## src/dmx_pkg.sv

```systemverilog
/*
  package for the data-move execute block: register map, opcode fields,
  addressing constants, state codes and the data-space request carrier.
  assumes one 32-bit AHB-Lite slave and a byte-wide data space of 4096 bytes.
*/
package dmx_pkg;

  ////////////////////////////////////////////////////////////////////////////
  // register byte offsets
  localparam logic [7:0] REG_INSTR = 8'h00;
  localparam logic [7:0] REG_CTRL  = 8'h04;
  localparam logic [7:0] REG_WORK  = 8'h08;
  localparam logic [7:0] REG_STAT  = 8'h0C;
  localparam logic [7:0] REG_BANK  = 8'h10;
  localparam logic [7:0] REG_PTR0  = 8'h14;
  localparam logic [7:0] REG_PTR1  = 8'h18;
  localparam logic [7:0] REG_PTR2  = 8'h1C;

  // field positions
  localparam int CTRL_EXT_BIT  = 0;
  localparam int STAT_BUSY_BIT = 0;
  localparam int STAT_WAIT_BIT = 1;
  localparam int STAT_ZERO_BIT = 2;
  localparam int STAT_NEG_BIT  = 3;

  // reset values
  localparam logic [7:0]  RST_WORK = 8'h00;
  localparam logic [3:0]  RST_BANK = 4'h0;
  localparam logic [11:0] RST_PTR  = 12'h000;
  localparam logic [15:0] RST_OP   = 16'h0000;

  ////////////////////////////////////////////////////////////////////////////
  // opcode fields
  localparam logic [5:0] OP_MOVE_FILE  = 6'h14;
  localparam logic [3:0] OP_MEM_FIRST  = 4'hC;
  localparam logic [3:0] OP_SECOND     = 4'hF;
  localparam logic [7:0] OP_LOAD_PTR   = 8'hEE;
  localparam logic [1:0] OP_PTR_PAD    = 2'h0;
  localparam logic [7:0] OP_LOAD_BANK  = 8'h01;
  localparam logic [7:0] OP_LOAD_WORK  = 8'h0E;
  localparam int         OP_D_BIT      = 9;
  localparam int         OP_A_BIT      = 8;
  localparam int         NUM_PTR       = 3;

  // addressing
  localparam logic [7:0]  ACC_SPLIT     = 8'h60;
  localparam logic [3:0]  ACC_HIGH_BANK = 4'hF;
  localparam logic [7:0]  IDX_MAX       = 8'h5F;
  localparam logic [11:0] WORK_ADDR     = 12'hFE8;

  // instruction phases
  localparam logic [1:0] PH_DEC  = 2'h0;
  localparam logic [1:0] PH_READ = 2'h1;
  localparam logic [1:0] PH_PROC = 2'h2;
  localparam logic [1:0] PH_WR   = 2'h3;

  typedef enum logic [2:0] {
    ST_IDLE  = 3'h1,
    ST_EXEC  = 3'h2,
    ST_WAIT2 = 3'h4
  } dmx_state_t;

  typedef struct packed {
    logic [11:0] addr;
    logic        re;
    logic        we;
    logic [7:0]  wdata;
  } dmx_mem_req_t;

endpackage : dmx_pkg
```

## src/dmx_addr.sv

```systemverilog
/*
  file-operand address resolver: bank, access bank or indexed offset.
  assumes purely combinational use within the same clock.
*/
`timescale 1ns/1ns
module dmx_addr (
  // operand
  input  wire logic [7:0]  f,
  input  wire logic        a,
  input  wire logic        ext,
  // context
  input  wire logic [3:0]  bank,
  input  wire logic [11:0] ptr,
  // result
  output logic      [11:0] addr
);

  always_comb begin
    if (!a && ext && (f <= dmx_pkg::IDX_MAX)) begin
      addr = ptr + {4'h0, f};
    end else if (!a) begin
      // low part of bank 0 or high part of the top bank
      addr = (f < dmx_pkg::ACC_SPLIT) ? {4'h0, f} : {dmx_pkg::ACC_HIGH_BANK, f};
    end else begin
      addr = {bank, f};
    end
  end

endmodule : dmx_addr

```

## src/dmx_core.sv

```systemverilog
/*
  execute block for the data-move instruction group, with AHB-Lite slave.
  software pushes 16-bit program words through the instruction register;
  the data space answers a read one clock after dmem_req.re.
*/
`timescale 1ns/1ns
module dmx_core (
  // clock, reset, enable
  input  wire logic              hclk,
  input  wire logic              hresetn,
  input  wire logic              ce,
  // ahb-lite slave
  input  wire logic              hsel,
  input  wire logic [31:0]       haddr,
  input  wire logic [1:0]        htrans,
  input  wire logic              hwrite,
  input  wire logic [2:0]        hsize,
  input  wire logic [31:0]       hwdata,
  input  wire logic              hready,
  output logic                   hreadyout,
  output logic      [31:0]       hrdata,
  output logic                   hresp,
  // data space
  output dmx_pkg::dmx_mem_req_t  dmem_req,
  input  wire logic [7:0]        dmem_rdata
);

  dmx_pkg::dmx_state_t state_q;
  logic [15:0] op_q;
  logic [15:0] op2_q;
  logic        sec_q;
  logic [15:0] pend_q;
  logic        pend_v_q;
  logic [7:0]  w_q;
  logic [7:0]  data_q;
  logic [3:0]  bsr_q;
  logic        n_q;
  logic        z_q;
  logic        ext_q;
  logic [11:0] fsr_q [0:dmx_pkg::NUM_PTR-1];
  logic        dph_v_q;
  logic        dph_wr_q;
  logic [7:0]  dph_idx_q;
  logic [1:0]  phase;
  logic        last;
  logic [11:0] bank_addr;
  logic [11:0] ptr2;

  ////////////////////////////////////////////////////////////////////////////
  // decode
  logic is_move_file_reg, is_move_mem_to_mem, is_load_pointer_literal, is_load_bank_literal, is_load_work_literal, two_word, sec_ok;
  logic exec, tick, ex_wr, take, src_is_w;
  logic [7:0]  src_byte;
  logic [11:0] cyc_addr;

  assign is_move_file_reg  = op_q[15:10] == dmx_pkg::OP_MOVE_FILE;
  assign is_move_mem_to_mem = op_q[15:12] == dmx_pkg::OP_MEM_FIRST;
  assign is_load_pointer_literal  = op_q[15:8] == dmx_pkg::OP_LOAD_PTR && op_q[7:6] == dmx_pkg::OP_PTR_PAD;
  assign is_load_bank_literal = op_q[15:8] == dmx_pkg::OP_LOAD_BANK;
  assign is_load_work_literal = op_q[15:8] == dmx_pkg::OP_LOAD_WORK;
  assign two_word = is_move_mem_to_mem || is_load_pointer_literal;
  assign sec_ok   = op2_q[15:12] == dmx_pkg::OP_SECOND;
  assign exec     = state_q == dmx_pkg::ST_EXEC;
  assign tick     = ce && exec;
  assign ex_wr    = tick && last;
  assign ptr2     = fsr_q[2];
  assign take     = ce && pend_v_q && (state_q != dmx_pkg::ST_EXEC);

  dmx_phase u_phase (
    .hclk    (hclk),
    .hresetn (hresetn),
    .ce      (ce),
    .run     (exec),
    .phase   (phase),
    .last    (last)
  );

  dmx_addr u_addr (
    .f    (op_q[7:0]),
    .a    (op_q[dmx_pkg::OP_A_BIT]),
    .ext  (ext_q),
    .bank (bsr_q),
    .ptr  (ptr2),
    .addr (bank_addr)
  );

  // full 12-bit source on the first memory-move word, destination on the second
  assign cyc_addr = sec_q ? op2_q[11:0] : (is_move_mem_to_mem ? op_q[11:0] : bank_addr);
  assign src_is_w = dmem_req.addr == dmx_pkg::WORK_ADDR;
  assign src_byte = src_is_w ? w_q : dmem_rdata;

  ////////////////////////////////////////////////////////////////////////////
  // sequencing
  always_ff @(posedge hclk or negedge hresetn) begin
    if (!hresetn) begin
      state_q <= dmx_pkg::ST_IDLE;
      sec_q   <= 1'b0;
    end else if (ce) begin
      unique case (state_q)
        dmx_pkg::ST_IDLE: begin
          if (pend_v_q) begin
            state_q <= dmx_pkg::ST_EXEC;
            sec_q   <= 1'b0;
          end
        end
        dmx_pkg::ST_EXEC: begin
          if (last) begin
            state_q <= (two_word && !sec_q) ? dmx_pkg::ST_WAIT2 : dmx_pkg::ST_IDLE;
          end
        end
        dmx_pkg::ST_WAIT2: begin
          if (pend_v_q) begin
            state_q <= dmx_pkg::ST_EXEC;
            sec_q   <= 1'b1;
          end
        end
        default: state_q <= dmx_pkg::ST_IDLE;
      endcase
    end
  end

  always_ff @(posedge hclk or negedge hresetn) begin
    if (!hresetn) begin
      op_q  <= dmx_pkg::RST_OP;
      op2_q <= dmx_pkg::RST_OP;
    end else if (take && state_q == dmx_pkg::ST_IDLE) begin
      op_q <= pend_q;
    end else if (take) begin
      op2_q <= pend_q;
    end
  end

  ////////////////////////////////////////////////////////////////////////////
  // data space access
  always_ff @(posedge hclk or negedge hresetn) begin
    if (!hresetn) begin
      dmem_req <= '0;
      data_q   <= 8'h00;
    end else if (ce) begin
      dmem_req.re <= 1'b0;
      dmem_req.we <= 1'b0;
      if (tick && phase == dmx_pkg::PH_DEC) begin
        dmem_req.addr <= cyc_addr;
        // second memory-move cycle issues no read at all
        dmem_req.re   <= !sec_q && (is_move_file_reg || is_move_mem_to_mem);
      end
      if (tick && phase == dmx_pkg::PH_PROC) begin
        if (!sec_q) begin
          data_q <= src_byte;
        end
        // strobe stands in the fourth phase only
        dmem_req.we    <= !src_is_w && ((is_move_file_reg && op_q[dmx_pkg::OP_D_BIT] && !sec_q)
                          || (is_move_mem_to_mem && sec_q && sec_ok));
        dmem_req.wdata <= sec_q ? data_q : src_byte;
      end
    end
  end

  ////////////////////////////////////////////////////////////////////////////
  // architectural registers
  logic w_from_data;
  assign w_from_data = (is_move_file_reg && !sec_q && (!op_q[dmx_pkg::OP_D_BIT] || src_is_w))
                       || (is_move_mem_to_mem && sec_q && sec_ok && src_is_w);

  always_ff @(posedge hclk or negedge hresetn) begin
    if (!hresetn) begin
      w_q <= dmx_pkg::RST_WORK;
    end else if (ex_wr && is_load_work_literal) begin
      w_q <= op_q[7:0];
    end else if (ex_wr && w_from_data) begin
      w_q <= data_q;
    end else if (ce && dph_v_q && dph_wr_q && dph_idx_q == dmx_pkg::REG_WORK) begin
      w_q <= hwdata[7:0];
    end
  end

  always_ff @(posedge hclk or negedge hresetn) begin
    if (!hresetn) begin
      n_q <= 1'b0;
      z_q <= 1'b0;
    end else if (ex_wr && is_move_file_reg) begin
      n_q <= data_q[7];
      z_q <= data_q == 8'h00;
    end
  end

  always_ff @(posedge hclk or negedge hresetn) begin
    if (!hresetn) begin
      bsr_q <= dmx_pkg::RST_BANK;
    end else if (ex_wr && is_load_bank_literal) begin
      bsr_q <= op_q[3:0];
    end
  end

  for (genvar i = 0; i < dmx_pkg::NUM_PTR; i++) begin : g_ptr
    always_ff @(posedge hclk or negedge hresetn) begin
      if (!hresetn) begin
        fsr_q[i] <= dmx_pkg::RST_PTR;
      end else if (ex_wr && is_load_pointer_literal && op_q[5:4] == 2'(i) && !sec_q) begin
        fsr_q[i][11:8] <= op_q[3:0];
      end else if (ex_wr && is_load_pointer_literal && op_q[5:4] == 2'(i) && sec_ok) begin
        fsr_q[i][7:0] <= op2_q[7:0];
      end
    end
  end

  ////////////////////////////////////////////////////////////////////////////
  // ahb-lite slave
  logic ap;
  logic stall;
  logic wr_done;

  assign ap        = hsel && htrans[1] && hready && ce;
  // a second pushed word waits until the core has taken the first
  assign stall     = dph_v_q && dph_wr_q && dph_idx_q == dmx_pkg::REG_INSTR && pend_v_q;
  assign hreadyout = ce && !stall;
  assign hresp     = 1'b0;
  assign wr_done   = dph_v_q && dph_wr_q && hreadyout;

  always_ff @(posedge hclk or negedge hresetn) begin
    if (!hresetn) begin
      dph_v_q   <= 1'b0;
      dph_wr_q  <= 1'b0;
      dph_idx_q <= 8'h00;
    end else if (ce && hready) begin
      dph_v_q   <= hsel && htrans[1];
      dph_wr_q  <= hwrite;
      dph_idx_q <= haddr[7:0];
    end
  end

  always_ff @(posedge hclk or negedge hresetn) begin
    if (!hresetn) begin
      pend_v_q <= 1'b0;
      pend_q   <= dmx_pkg::RST_OP;
    end else if (wr_done && dph_idx_q == dmx_pkg::REG_INSTR) begin
      pend_v_q <= 1'b1;
      pend_q   <= hwdata[15:0];
    end else if (take) begin
      pend_v_q <= 1'b0;
    end
  end

  always_ff @(posedge hclk or negedge hresetn) begin
    if (!hresetn) begin
      ext_q <= 1'b0;
    end else if (wr_done && dph_idx_q == dmx_pkg::REG_CTRL) begin
      ext_q <= hwdata[dmx_pkg::CTRL_EXT_BIT];
    end
  end

  always_ff @(posedge hclk or negedge hresetn) begin
    if (!hresetn) begin
      hrdata <= 32'h0000_0000;
    end else if (ap && !hwrite) begin
      unique case (haddr[7:0])
        dmx_pkg::REG_INSTR: hrdata <= {16'h0000, pend_q};
        dmx_pkg::REG_CTRL:  hrdata <= {31'h0000_0000, ext_q};
        dmx_pkg::REG_WORK:  hrdata <= {24'h00_0000, w_q};
        dmx_pkg::REG_STAT:  hrdata <= {28'h000_0000, n_q, z_q,
                                       state_q == dmx_pkg::ST_WAIT2, exec};
        dmx_pkg::REG_BANK:  hrdata <= {28'h000_0000, bsr_q};
        dmx_pkg::REG_PTR0:  hrdata <= {20'h0_0000, fsr_q[0]};
        dmx_pkg::REG_PTR1:  hrdata <= {20'h0_0000, fsr_q[1]};
        dmx_pkg::REG_PTR2:  hrdata <= {20'h0_0000, fsr_q[2]};
        default:            hrdata <= 32'h0000_0000;
      endcase
    end
  end
endmodule : dmx_core

```

## src/dmx_phase.sv

```systemverilog
/*
  four-phase sequencer for one instruction cycle.
  assumes run stays high for whole cycles; phase rests at decode otherwise.
*/
`timescale 1ns/1ns
module dmx_phase (
  // clock, reset and enable
  input  wire logic       hclk,
  input  wire logic       hresetn,
  input  wire logic       ce,
  // control
  input  wire logic       run,
  // phase
  output logic      [1:0] phase,
  output logic            last
);

  always_ff @(posedge hclk or negedge hresetn) begin
    if (!hresetn) begin
      phase <= dmx_pkg::PH_DEC;
    end else if (ce) begin
      phase <= run ? phase + 2'h1 : dmx_pkg::PH_DEC;
    end
  end

  assign last = (phase == dmx_pkg::PH_WR);

endmodule : dmx_phase

```

## config.mk

```make
export PLATFORM = sky130hd
export DESIGN_NAME = dmx_core
export DESIGN_NICKNAME = d
export VERILOG_FILES = /design/src/dmx_pkg.sv /design/src/dmx_addr.sv /design/src/dmx_core.sv /design/src/dmx_phase.sv
export SDC_FILE = /design/constraint.sdc
export NUM_CORES = 1
export LEC_CHECK = 0
export BUFFER_PORTS_ARGS = -buffer_cell sky130_fd_sc_hd__buf_2
export CORE_ASPECT_RATIO = 1.5
export CORE_MARGIN = 3
export CORE_UTILIZATION = 50
export CTS_CLUSTER_SIZE = 14
export DETAILED_ROUTE_END_ITERATION = 12
export PLACE_DENSITY = 0.74
export SETUP_SLACK_MARGIN = 0.05
export SKIP_LAST_GASP = 1
export SYNTH_ARGS = -nofsm -noshare
export SYNTH_HDL_FRONTEND = slang
export SYNTH_SLANG_ARGS = --single-unit
```

## constraint.sdc

```tcl
create_clock -name hclk -period 5.5 [get_ports hclk]
set_input_delay 0.55 -clock hclk [delete_from_list [all_inputs] [get_ports hclk]]
set_output_delay 0.55 -clock hclk [all_outputs]
set_load 0.02 [all_outputs]
```

Word level (Yosys, flattened, before mapping):

Cells that the tools add are included.

* $add $sub $neg: 2
* magnitude comparators: 2
* equal/unequal tests: 28
* reductions and logical operators: 78
* bitwise operators: 4
* muxes and demuxes: 23

Operator list (count)
* $pmux W16 S8: 1
* $mux W12: 5
* $logic_and A1 B1 Y1: 49
* $mux W8: 5
* $eq A8 B4 Y1 const B: 4
* $eq A8 B5 Y1 const B: 4
* $logic_not A8 Y1: 3
* $eq A8 B3 Y1 const B: 2
* $add A12 B8 Y12: 1
* $eq A12 B12 Y1 const B: 1
* $reduce_and A2 Y1: 6
* $mux W3: 3
* $mux W9: 1
* $eq A4 B4 Y1 const B: 2
* $eq A8 B1 Y1 const B: 1
* $eq A8 B8 Y1 const B: 1
* $le A8 B7 Y1 const B: 1
* $lt A8 B7 Y1 const B: 1
* $eq A2 B2 Y1 const B: 3
* $eq A6 B5 Y1 const B: 1
* $logic_not A1 Y1: 6
* $logic_not A2 Y1: 3
* $ne A2 B2 Y1 const B: 3
* $pmux W3 S2: 1
* 17 further kinds: 29

* logic and storage cells: 163
* bits in registers: 170
* input bits: 83
* output and inout port bits: 56

Depth between registers and ports, before layout:

Gate-level depths: netlist (run 1).

* depth after elaboration: 8
* depth in mapped cells: 9
* gate-level depth less buffers: 9

Hierarchy:

A second synthesis (run 1) with hierarchy kept.

* cell total of the unflattened synthesis: 727
* area, all modules: 7982.7 um^2

By module, submodules not included
* dmx_core: sequential area each 3804.9 um^2, cells each 638, area each 7325.8 um^2, times used 1
* dmx_addr: sequential area each 0.0 um^2, cells each 80, area each 564.3 um^2, times used 1
* dmx_phase: sequential area each 50.0 um^2, cells each 9, area each 92.6 um^2, times used 1

Worst setup path after synthesis (run 1):

Ideal clock, no wire load.

* path type: reg2reg
* start: reg dmem_req[11] (netlist bit)
* end: reg w_q[0]
* data required time: 5.377 ns
* path buffers: 1
* period minus slack after synthesis: 2.273 ns
* library setup time: 0.123 ns
* cell stages (with the launch flop): 8
* slack: 3.227 ns
* arrival time: 2.150 ns
* path through: dfrtp_1 or4b_1 nor3_2 buf_6 o21a_4 o21ai_4 mux2_4 o221a_1

* cells in the longest elaborated chain, start to end: 7
* elaborated cells on any way between the ends: 9
* classes of those cells: eq/ne (1); mux (2); reduce/logical (6)

RTL lines
* start: declaration: line dmx_core.sv:24 `output dmx_pkg::dmx_mem_req_t dmem_req,`
* $eq A12 B12 Y1 (*): line dmx_core.sv:89 `assign src_is_w = dmem_req.addr == dmx_pkg::WORK_ADDR;`
* $logic_or A1 B1 Y1: line dmx_core.sv:162 `assign w_from_data = (is_move_file_reg && !sec_q && (!op_q[dmx_pkg::OP_D_BIT] || src_is_w))`
* $logic_and A1 B1 Y1: line dmx_core.sv:162
* $logic_or A1 B1 Y1 (*): line dmx_core.sv:163 `|| (is_move_mem_to_mem && sec_q && sec_ok && src_is_w);`
* $logic_and A1 B1 Y1 (*): line dmx_core.sv:170 `end else if (ex_wr && w_from_data) begin`
* $mux W8: line dmx_core.sv:170
* $mux W8: line dmx_core.sv:168 `end else if (ex_wr && is_load_work_literal) begin`
* end signal: assignment: line dmx_core.sv:167 `w_q <= dmx_pkg::RST_WORK;`
* end signal: assignment: line dmx_core.sv:169 `w_q <= op_q[7:0];`
* end signal: assignment: line dmx_core.sv:171 `w_q <= data_q;`
* end: declaration: line dmx_core.sv:34 `logic [7:0] w_q;`

Mark *: on every way between the ends. The rest lies on a longest branch, timed or not.
A chain may end at the register's enable or synchronous reset.

Worst setup path in the final report (run 1):

* start: reg op_q[2]
* end: reg dmem_req[19] (netlist bit)

* cells in the longest elaborated chain, start to end: 6
* elaborated cells on any way between the ends: 9
* classes of those cells: add/sub (1); order compare (2); mux (5); reduce/logical (1)

RTL lines
* start: declaration: line dmx_core.sv:29 `logic [15:0] op_q;`
* start signal: assignment: line dmx_core.sv:124 `op_q <= dmx_pkg::RST_OP;`
* start signal: assignment: line dmx_core.sv:127 `op_q <= pend_q;`
* $lt A8 B7 Y1: line dmx_addr.sv:23 `addr = (f < dmx_pkg::ACC_SPLIT) ? {4'h0, f} : {dmx_pkg::ACC_HIGH_BANK, f};`
* $mux W12: line dmx_addr.sv:23
* $mux W12: line dmx_addr.sv:21 `end else if (!a) begin`
* $mux W12 (*): line dmx_addr.sv:19 `if (!a && ext && (f <= dmx_pkg::IDX_MAX)) begin`
* $mux W12 (*) (2 in a row): line dmx_core.sv:88 `assign cyc_addr = sec_q ? op2_q[11:0] : (is_move_mem_to_mem ? op_q[11:0] : bank_addr);`

Marks and branches as above.

==> impl_metrics.csv, run 1 <==
group,metric,value,unit
detailed_routing,drt-wirelength-per-cell,21.0,um
synth,synth-main-ff-cell,"dfrtp_1",
synth,synth_warnings,0,
finish,fin_util,0.592,
setup_path,cp_max_fo,8,
detailed_routing,firstDrtPassIters,7,
synth,async_flop_share,1.00,
clock_tree,clock_sinks,154,
placement,hpwl,15200,um
global_routing,antenna_found_initial,0,
floorplan,core_area,15300,sq um
timing,clock_skew,13.2,ps
finish,nNetsFinal,865,
timing,min_period,2620,ps
finish,final_cell_mix,"dfrtp_1 (153), mux2_2 (103), buf_2 (76)",
finish,area_delta_synth_final,14.4,%
hold_path,hp-class,"in -> async",
finish,multi_input_area,3830,sq um
floorplan,fp.dieH,160,um
synth,seq_area_frac_synth,0.486,
clock_tree,post-cts-setup-buffers,0,
setup_path,end_kind,"flop",
detailed_routing,vias,6024,
pwr,swShare,0.234,
finish,final_cell_count_no_fill,982,
floorplan,rows,55,
floorplan,initial_core_util,0.517,
setup_path,worstSetupPathType,"reg -> reg",
global_routing,grt_max_degree,106,
timing,finalHoldViolations,0,
clock_tree,numCtsBuffers,17,
detailed_routing,vias_per_cell,6.13,
pwr,power_frac_seq,0.460,
floorplan,die_x,109,um
floorplan,dieArea,17500,sq um
setup_path,worstRegToRegCells,7,
detailed_routing,drt_wl_total,20600,um
timing,holdWs,235,ps
finish,drive_above_1_share,0.318,
pwr,ir_worst_vdd,0.000180,V
pwr,leakagePower,4.31,nW
synth,syn-cell-area,7940,sq um
synth,synth-seq-cells,154,
timing,rsz0062_at_grt,"no",
synth,avgSynthCellArea,11.3,sq um
setup_path,cp.required,5850,ps
global_routing,grt_pass1_wl,33000,um
finish,mostFrequentLayoutCell,"dfrtp_1",
pwr,clkPwrFrac,0.478,
finish,antennaDiodeCount,0,
global_routing,grt_pass1_vias,6174,
setup_path,cp-start-kind,"flop",
floorplan,io-pin-count,139,
clock_tree,max-clock-path-buffers,2,
detailed_routing,ant_nets,0,
synth,synth_edf_count,0,
timing,setup-violations-final,0,
synth,synth_cells,700,
timing,finalCritPeriodShare,0.476,
placement,io_buffers,77,
global_routing,grt.total_usage,0.247,
setup_path,critical_path.reg2reg.startpoint,"op_q[2]",
clock_tree,cts_root_buf,"clkbuf_16",
timing,worst_slew_margin_rel,0.233,
setup_path,ff2ff_setup_slack,2880,ps
clock_tree,ctsResizeCount,0,
finish,regArea,3850,sq um
clock_tree,cts_tree,"yes",
clock_tree,clk-insertion-delay-late,430,ps
clock_tree,postCtsHoldBufs,0,
clock_tree,clk_pin_slew,60,ps
timing,fmax,0.382,GHz
detailed_routing,first_iter_violations,494,
finish,fillerInstances,1265,
setup_path,critPathArrivalTime,2970,ps
detailed_routing,drc_errors,0,
pwr,total_power,2.65,mW
synth,synth_cell_types,82,
setup_path,r2r_end,"dmem_req[19]",
placement,place.gp.congestion,0.867,
pwr,power_switching,621,uW
timing,fin_tns_setup,0,ps
pwr,p_per_area,292,nW/um^2
timing,worstMarginPinSlew,1120,ps
clock_tree,htree_num_levels,4,
pwr,p_int,2.03,mW
global_routing,overflow,0,
pwr,power_frac_comb,0.062,
run_status,status,"completed",
timing,slew_violations,0,
placement,dp_cells,950,
job,max_cap_violations,0,
==> area by class of cell <==
class | instances | share of cell area
sequential | 154 | 0.424
multi-input combinational | 500 | 0.422
timing repair buffer | 86 | 0.0506
clock buffer | 20 | 0.0503
tap | 199 | 0.0274
clock inverter | 12 | 0.0208
inverter | 11 | 0.00455
==> power groups by stage <==
stage | Sequential, mW | Clock (mW) | Combinational [mW]
global placement | 1.24 | 0 | 0.159
finish | 1.22 | 1.27 | 0.165
detailed placement | 1.24 | 0 | 0.165
CTS | 1.22 | 1.27 | 0.167
global route | 1.22 | 1.32 | 0.183
floorplan | 1.23 | 0 | 0.104
==> Yosys cell counts (4+ instances only) <==
master    number  share of area
clkbuf_1      24          0.011
xor2_1         5         0.0055
nor2b_1        7         0.0055
nor4_1         6         0.0047
nand2b_1       4         0.0032
a21oi_1       20          0.013
mux2_2       103           0.15
nand3b_1      10         0.0095
buf_4         18          0.017
o221a_1        6         0.0085
nand3_1       18          0.011
inv_1         11         0.0052
mux2i_1       28          0.035
o21ai_0       50          0.032
a211oi_1       7         0.0066
o31ai_1        6         0.0057
nor3_1         9         0.0057
xnor2_1        4         0.0044
nor2_1        32          0.015
nand2_1       63          0.030
dfrtp_1      153           0.48
mux2_4         6          0.011
a221oi_1      10          0.011
nor3b_1        4         0.0038
ha_1          11          0.017
==> critical path: stages (launching register included) <==
cell	delay [ps]
dfrtp_1	520
ha_1	430
o21ai_0	170
o21bai_1	270
a21oi_1	110
or4b_2	620
a31o_2	260
a21oi_1	150
==> registers in the layout (all words and copies together) (netlist names), 2 cells and up, named ones only <==
name	flops
state_q	3
fsr_q	24
u_phase.phase	2
dmem_req	14
w_q	8
op2_q	16
ptr2	12
dph_idx_q	8
op_q	16
hrdata	16
pend_q	16
bsr_q	4
==> cells by family (layout without fill, tap and decap cells) <==
kind of cell	count (synthesis)	count (layout)	share of synthesized area
and+or+nand+nor	185	185	0.126
buffers and inverters	62	129	0.0408
DFF	154	154	0.486
adders and majority gates	12	12	0.0199
other	1	17	0.000473
muxes	139	139	0.198
xor gates and xnor gates	9	9	0.00993
AOI/OAI and AO/OA	138	138	0.119
==> per-stage QoR <==
step	setup WS, ps	cell area (sq um)
finish	2880	9080
global route	2720	9080
CTS	2920	9080
detailed placement	2780	8440
global placement	2800	8440
floorplan	3230	8000
==> per-layer routing <==
metal	wire length, um	GRT usage	vias to the layer above	part of all wire
li1	-	-	2687	-
met1	7790	0.289	3019	0.38
met2	10900	0.428	243	0.53
met3	946	0.0378	75	0.046
met4	972	0.128	0	0.047
met5	0	0	-	0
==> worst max path at each step <==
stage,slack [ps],to,depth (start not counted),from
2_1_floorplan,3230,w_q[0],7,dmem_req[11]
3_3_place_gp,2800,dmem_req[18],7,ce
3_5_place_dp,2780,dmem_req[18],7,ce
4_1_cts,2920,dmem_req[19],7,op_q[2]
5_1_grt,2720,dmem_req[10],6,op_q[5]
6_report,2880,dmem_req[19],7,op_q[2]
(Power assumes the default switching activity.)
==> inputs of run 2 (changes only) <==
- clock period: 5.5 -> 2.45 ns (I/O delays scaled with it)
==> run 2 against run 1 <==
  * Non-clock buffer count increased by 32
  * Largest power group is now registers
  * Largest cell class unchanged
  * Core utilization increased by 1.5 points
  * Via count increased by 3.3%
==> impl_metrics.csv, run 2 (synthesis results as in run 1) <==
group,metric,value,unit
detailed_routing,first_iter_violations,379,
timing,fin_tns_setup,0,ps
placement,io_buffers,77,
floorplan,io-pin-count,139,
finish,drive_above_1_share,0.346,
global_routing,grt_max_degree,74,
placement,dp_slack,165,ps
timing,final.setup.worst_slack,119,ps
setup_path,worstSetupPathType,"reg -> reg",
placement,place.gp.congestion,0.910,
timing,slew_violations,0,
job,max_cap_violations,0,
global_routing,grt_pass1_wl,34100,um
timing,holdWs,57.1,ps
clock_tree,cts_tree,"yes",
setup_path,end_kind,"flop",
finish,final_cell_mix,"dfrtp_1 (153), mux2_2 (103), buf_2 (76)",
clock_tree,clock_sinks,154,
global_routing,antenna_found_initial,0,
timing,worst_slew_margin_rel,0.499,
global_routing,grt_pass1_vias,6451,
setup_path,cp.required,2760,ps
finish,mostFrequentLayoutCell,"dfrtp_1",
clock_tree,numCtsBuffers,17,
timing,fmax,0.429,GHz
global_routing,overflow,0,
detailed_routing,firstDrtPassIters,5,
setup_path,slowest_stage,"dfstp_2",
pwr,p_per_area,629,nW/um^2
setup_path,slowest_delay,440,ps
detailed_routing,vias_per_cell,6.14,
finish,regMostFlops,"fsr_q",
setup_path,cp-start-kind,"flop",
floorplan,rows,55,
detailed_routing,drc_errors,0,
clock_tree,htree_num_levels,4,
detailed_routing,vias,6224,
clock_tree,max-clock-path-buffers,2,
timing,clock_skew,7.22,ps
pwr,leakagePower,4.46,nW
clock_tree,clk_pin_slew,60,ps
clock_tree,cts_root_buf,"clkbuf_16",
floorplan,core_area,15300,sq um
timing,setup-violations-final,0,
run_status,status,"completed",
finish,area_delta_synth_final,17.3,%
placement,hpwl,16100,um
floorplan,die_x,109,um
timing,finalCritPeriodShare,0.951,
finish,nNetsFinal,897,
floorplan,dieArea,17500,sq um
timing,rsz0062_at_grt,"no",
clock_tree,clk-insertion-delay-late,420,ps
floorplan,fp.dieH,160,um
detailed_routing,ant_nets,0,
floorplan,initial_core_util,0.517,
setup_path,critPathArrivalTime,2640,ps
setup_path,crit_chain,"and4bb_2 -> nand2_1 -> nor4_1 -> buf_4 -> nor2b_1 -> nand2b_1 -> mux2_2",
global_routing,grt.total_usage,0.256,
timing,finalHoldViolations,0,
hold_path,hp-class,"in -> reg",
finish,antennaDiodeCount,0,
detailed_routing,drt_wl_total,21700,um
timing,min_period,2330,ps
detailed_routing,drt-wirelength-per-cell,21.4,um
timing,worstMarginPinSlew,742,ps
finish,largest_reg_flops,24,
setup_path,cp_max_fo,13,
pwr,ir_worst_vdd,0.000361,V
run 2: what timing repair did:
item                                    4_1_cts  5_1_grt
hold endpoints to repair                     70        0
buffers inserted                              0        1
hold buffers                                  1        0
endpoints found under the setup margin        0        2
gates resized for setup                       0        3
run 2: report_power, final:
group / switching, mW / internal, mW
clock network: 1.08 / 1.64
logic: 0.245 / 0.174
registers: 0.0914 / 2.63
run 2: per-stage QoR:
stage / std cells / area [sq um] / utilization / power [mW]
after global placement: 980 / 8670 / 0.565 / 3.16
after floorplan: 716 / 8000 / - / 2.98
after global routing: 1014 / 9310 / 0.607 / 6.05
after CTS: 1013 / 9300 / 0.606 / 5.89
after detailed placement: 980 / 8670 / 0.565 / 3.18
final: 1014 / 9310 / 0.607 / 5.86
run 2: metal layers:
layer | global-route usage | part of all wire | vias up
met2 | 0.435 | 0.52 | 272
li1 | - | - | 2742
met5 | 0 | 0 | -
met3 | 0.0434 | 0.055 | 87
met1 | 0.292 | 0.36 | 3123
met4 | 0.166 | 0.066 | 0
run 2: cell type report:
cell class	count	area [sq um]
clock buffers	19	443
clock inverters	13	169
fillers	1197	6030
inverters	11	41.3
multi-input cells	500	3840
flip-flops and latches	154	3850
well taps	199	249
repair buffers	118	714
run 2: final timing paths:
path | cells past startpoint | slack [ps] | end | start
min in group asynchronous | 2 | 410 | async pin | hresetn
max reg2reg | 7 | 120 | fsr_q[33] | state_q[0]
max | 7 | 120 | fsr_q[33] | state_q[0]
min reg2reg | 2 | 460 | hrdata[14] | hrdata[14]
max in group asynchronous | 3 | 1260 | state_q[0] | hresetn
min | 2 | 60 | pend_q[11] | hwdata[11]
run 2: critical path: cells and delay by family, from the launching register on:
family | cells | cell delay, ps
buf+inv | 1 | 190
flops | 1 | 440
mux | 1 | 320
simple gates | 5 | 1270
==> inputs of run 3 (changes only) <==
- CELL_PAD_IN_SITES_DETAIL_PLACEMENT: unset -> 1
- CELL_PAD_IN_SITES_GLOBAL_PLACEMENT: unset -> 1
- CORE_UTILIZATION: 50 -> 45
- PLACE_DENSITY: 0.74 -> unset
- PLACE_DENSITY_LB_ADDON: unset -> 0.2
==> run 3 against run 2 <==
  * Critical path depth unchanged
  * Fmax increased by 0.60%
  * Critical path type unchanged
  * Clock-buffer cell count increased by 1
  * Die area increased by 11%
  * Via count decreased by 2.6%
  * Sequential share of layout area decreased by 0.33 points
  * Non-clock buffer count increased by 4
  * Largest power group is now clock
  * Sequential power about the same
  * First-iteration DRC count decreased by 21%
  * Hold slack got worse by 12 ps
  * Highest routed layer unchanged
==> impl_metrics.csv, run 3 (synthesis results as in run 1) <==
group,metric,value,unit
job,max_cap_violations,0,
pwr,power_frac_comb,0.073,
finish,final_cell_count_no_fill,1029,
clock_tree,cts_root_buf,"clkbuf_16",
global_routing,grt_max_degree,71,
pwr,swShare,0.246,
clock_tree,numCtsBuffers,17,
global_routing,overflow,0,
timing,min_period,2320,ps
timing,worst_slew_margin_rel,0.538,
setup_path,cp_max_fo,4,
pwr,leakagePower,4.47,nW
timing,finalCritPeriodShare,0.946,
pwr,p_per_area,628,nW/um^2
setup_path,slowest_delay,610,ps
finish,regMostFlops,"fsr_q",
pwr,p_int,4.45,mW
finish,final_cell_mix,"dfrtp_1 (153), mux2_2 (103), buf_2 (76)",
finish,drive_above_1_share,0.349,
finish,mostFrequentLayoutCell,"dfrtp_1",
pwr,clkPwrFrac,0.465,
setup_path,slowest_stage,"or4b_2",
pwr,ir_worst_vdd,0.000367,V
detailed_routing,first_iter_violations,298,
global_routing,grt.total_usage,0.257,
hold_path,hp-class,"in -> reg",
timing,setup-violations-final,0,
clock_tree,htree_num_levels,4,
detailed_routing,drt-wirelength-per-cell,23.2,um
timing,rsz0062_at_grt,"yes",
setup_path,crit_chain,"ha_4 -> o21ai_0 -> o21bai_1 -> a21oi_1 -> or4b_2 -> a31o_2 -> a21oi_1",
floorplan,die_x,114,um
setup_path,end_kind,"flop",
finish,largest_reg_flops,24,
global_routing,grt_pass1_wl,37800,um
pwr,total_power,5.90,mW
floorplan,fp.dieH,169,um
finish,fin_util,0.550,
detailed_routing,firstDrtPassIters,5,
clock_tree,clock_sinks,154,
floorplan,initial_core_util,0.465,
setup_path,worstSetupPathType,"reg -> reg",
placement,io_buffers,77,
detailed_routing,drt_wl_total,23900,um
setup_path,cp-start-kind,"flop",
timing,finalHoldViolations,0,
finish,nNetsFinal,901,
floorplan,io-pin-count,139,
timing,slew_violations,0,
global_routing,grt_pass1_vias,6634,
pwr,power_switching,1.45,mW
finish,final_area,9390,sq um
timing,clock_skew,10.6,ps
clock_tree,cts_tree,"yes",
timing,fin_tns_setup,0,ps
clock_tree,clk-insertion-delay-late,430,ps
timing,fmax,0.432,GHz
floorplan,rows,58,
pwr,power_frac_seq,0.462,
placement,place.gp.congestion,0.876,
detailed_routing,ant_nets,0,
setup_path,critPathArrivalTime,2680,ps
run_status,status,"completed",
detailed_routing,vias_per_cell,5.89,
detailed_routing,drc_errors,0,
setup_path,cp_common_cell,"a21oi_1",
finish,antennaDiodeCount,0,
floorplan,core_area,17100,sq um
clock_tree,max-clock-path-buffers,2,
floorplan,dieArea,19300,sq um
detailed_routing,vias,6065,
placement,hpwl,17500,um
placement,dp_cells,996,
finish,area_delta_synth_final,18.3,%
global_routing,antenna_found_initial,0,
clock_tree,clk_pin_slew,70,ps
timing,worstMarginPinSlew,684,ps
setup_path,cp.required,2810,ps
placement,dpl_cell_area,8730,sq um
run 3: cell count changes in the layout (fill, tap and decap cells not counted), sizes merged:
cell / change
buf: +4
clkinv: -1
clkbuf: +1
run 3: routing by layer:
metal  vias up  wire length (um)  GRT usage  share of wire
li1       2765                 -          -              -
met1      3105              9650      0.308           0.40
met2       157             12700      0.458           0.53
met3        38               829     0.0411          0.035
met4         0               708     0.0930          0.030
met5         -                 0          0              0
run 3: through the flow:
stage | setup slack [ps] | hold slack [ps]
detailed placement | 122 | 308
global placement | 179 | 297
CTS | 110 | 30.4
floorplan | 177 | -50.6
global route | 23.6 | 34.7
finish | 133 | 45.1
run 3: layout make-up:
class                      count  area [sq um]
multi-input combinational    500          3860
inverter                      11          41.3
sequential                   154          3850
clock buffer                  20           447
tap                          210           263
timing repair buffer         122           757
fill                        1837          7670
clock inverter                12           164
run 3: worst paths after layout:
kind / from / to / slack, ps / cells after the start
worst max-delay path: ptr2[2] / dmem_req[19] / 130 / 7
worst min-delay path: hwdata[10] / pend_q[10] / 50 / 2
worst max register to register: ptr2[2] / dmem_req[19] / 130 / 7
worst min register to register: hrdata[15] / hrdata[15] / 470 / 2
max in group asynchronous: hresetn / state_q[0] / 1300 / 3
min in group asynchronous: hresetn / hrdata[9] / 400 / 2
run 3: timing repair:
action                                  in CTS  in global routing
resized for setup                            0                  5
hold buffers                                 1                  0
setup buffers                                0                  0
endpoints found under the setup margin       0                  4
hold endpoints to repair                    68                  0
run 3: power groups by stage:
stage / logic [mW] / clock network (mW) / registers, mW
2_1_floorplan: 0.233 / 0 / 2.75
3_3_place_gp: 0.412 / 0 / 2.75
3_5_place_dp: 0.427 / 0 / 2.76
4_1_cts: 0.434 / 2.79 / 2.72
5_1_grt: 0.475 / 2.90 / 2.73
6_report: 0.433 / 2.74 / 2.72
run 3: worst max-delay path: cells and delay by family (launching register included):
family	cells	cell delay, ps
simple gates	1	610
compound gates	5	890
fa+ha+maj	1	310
flops	1	430
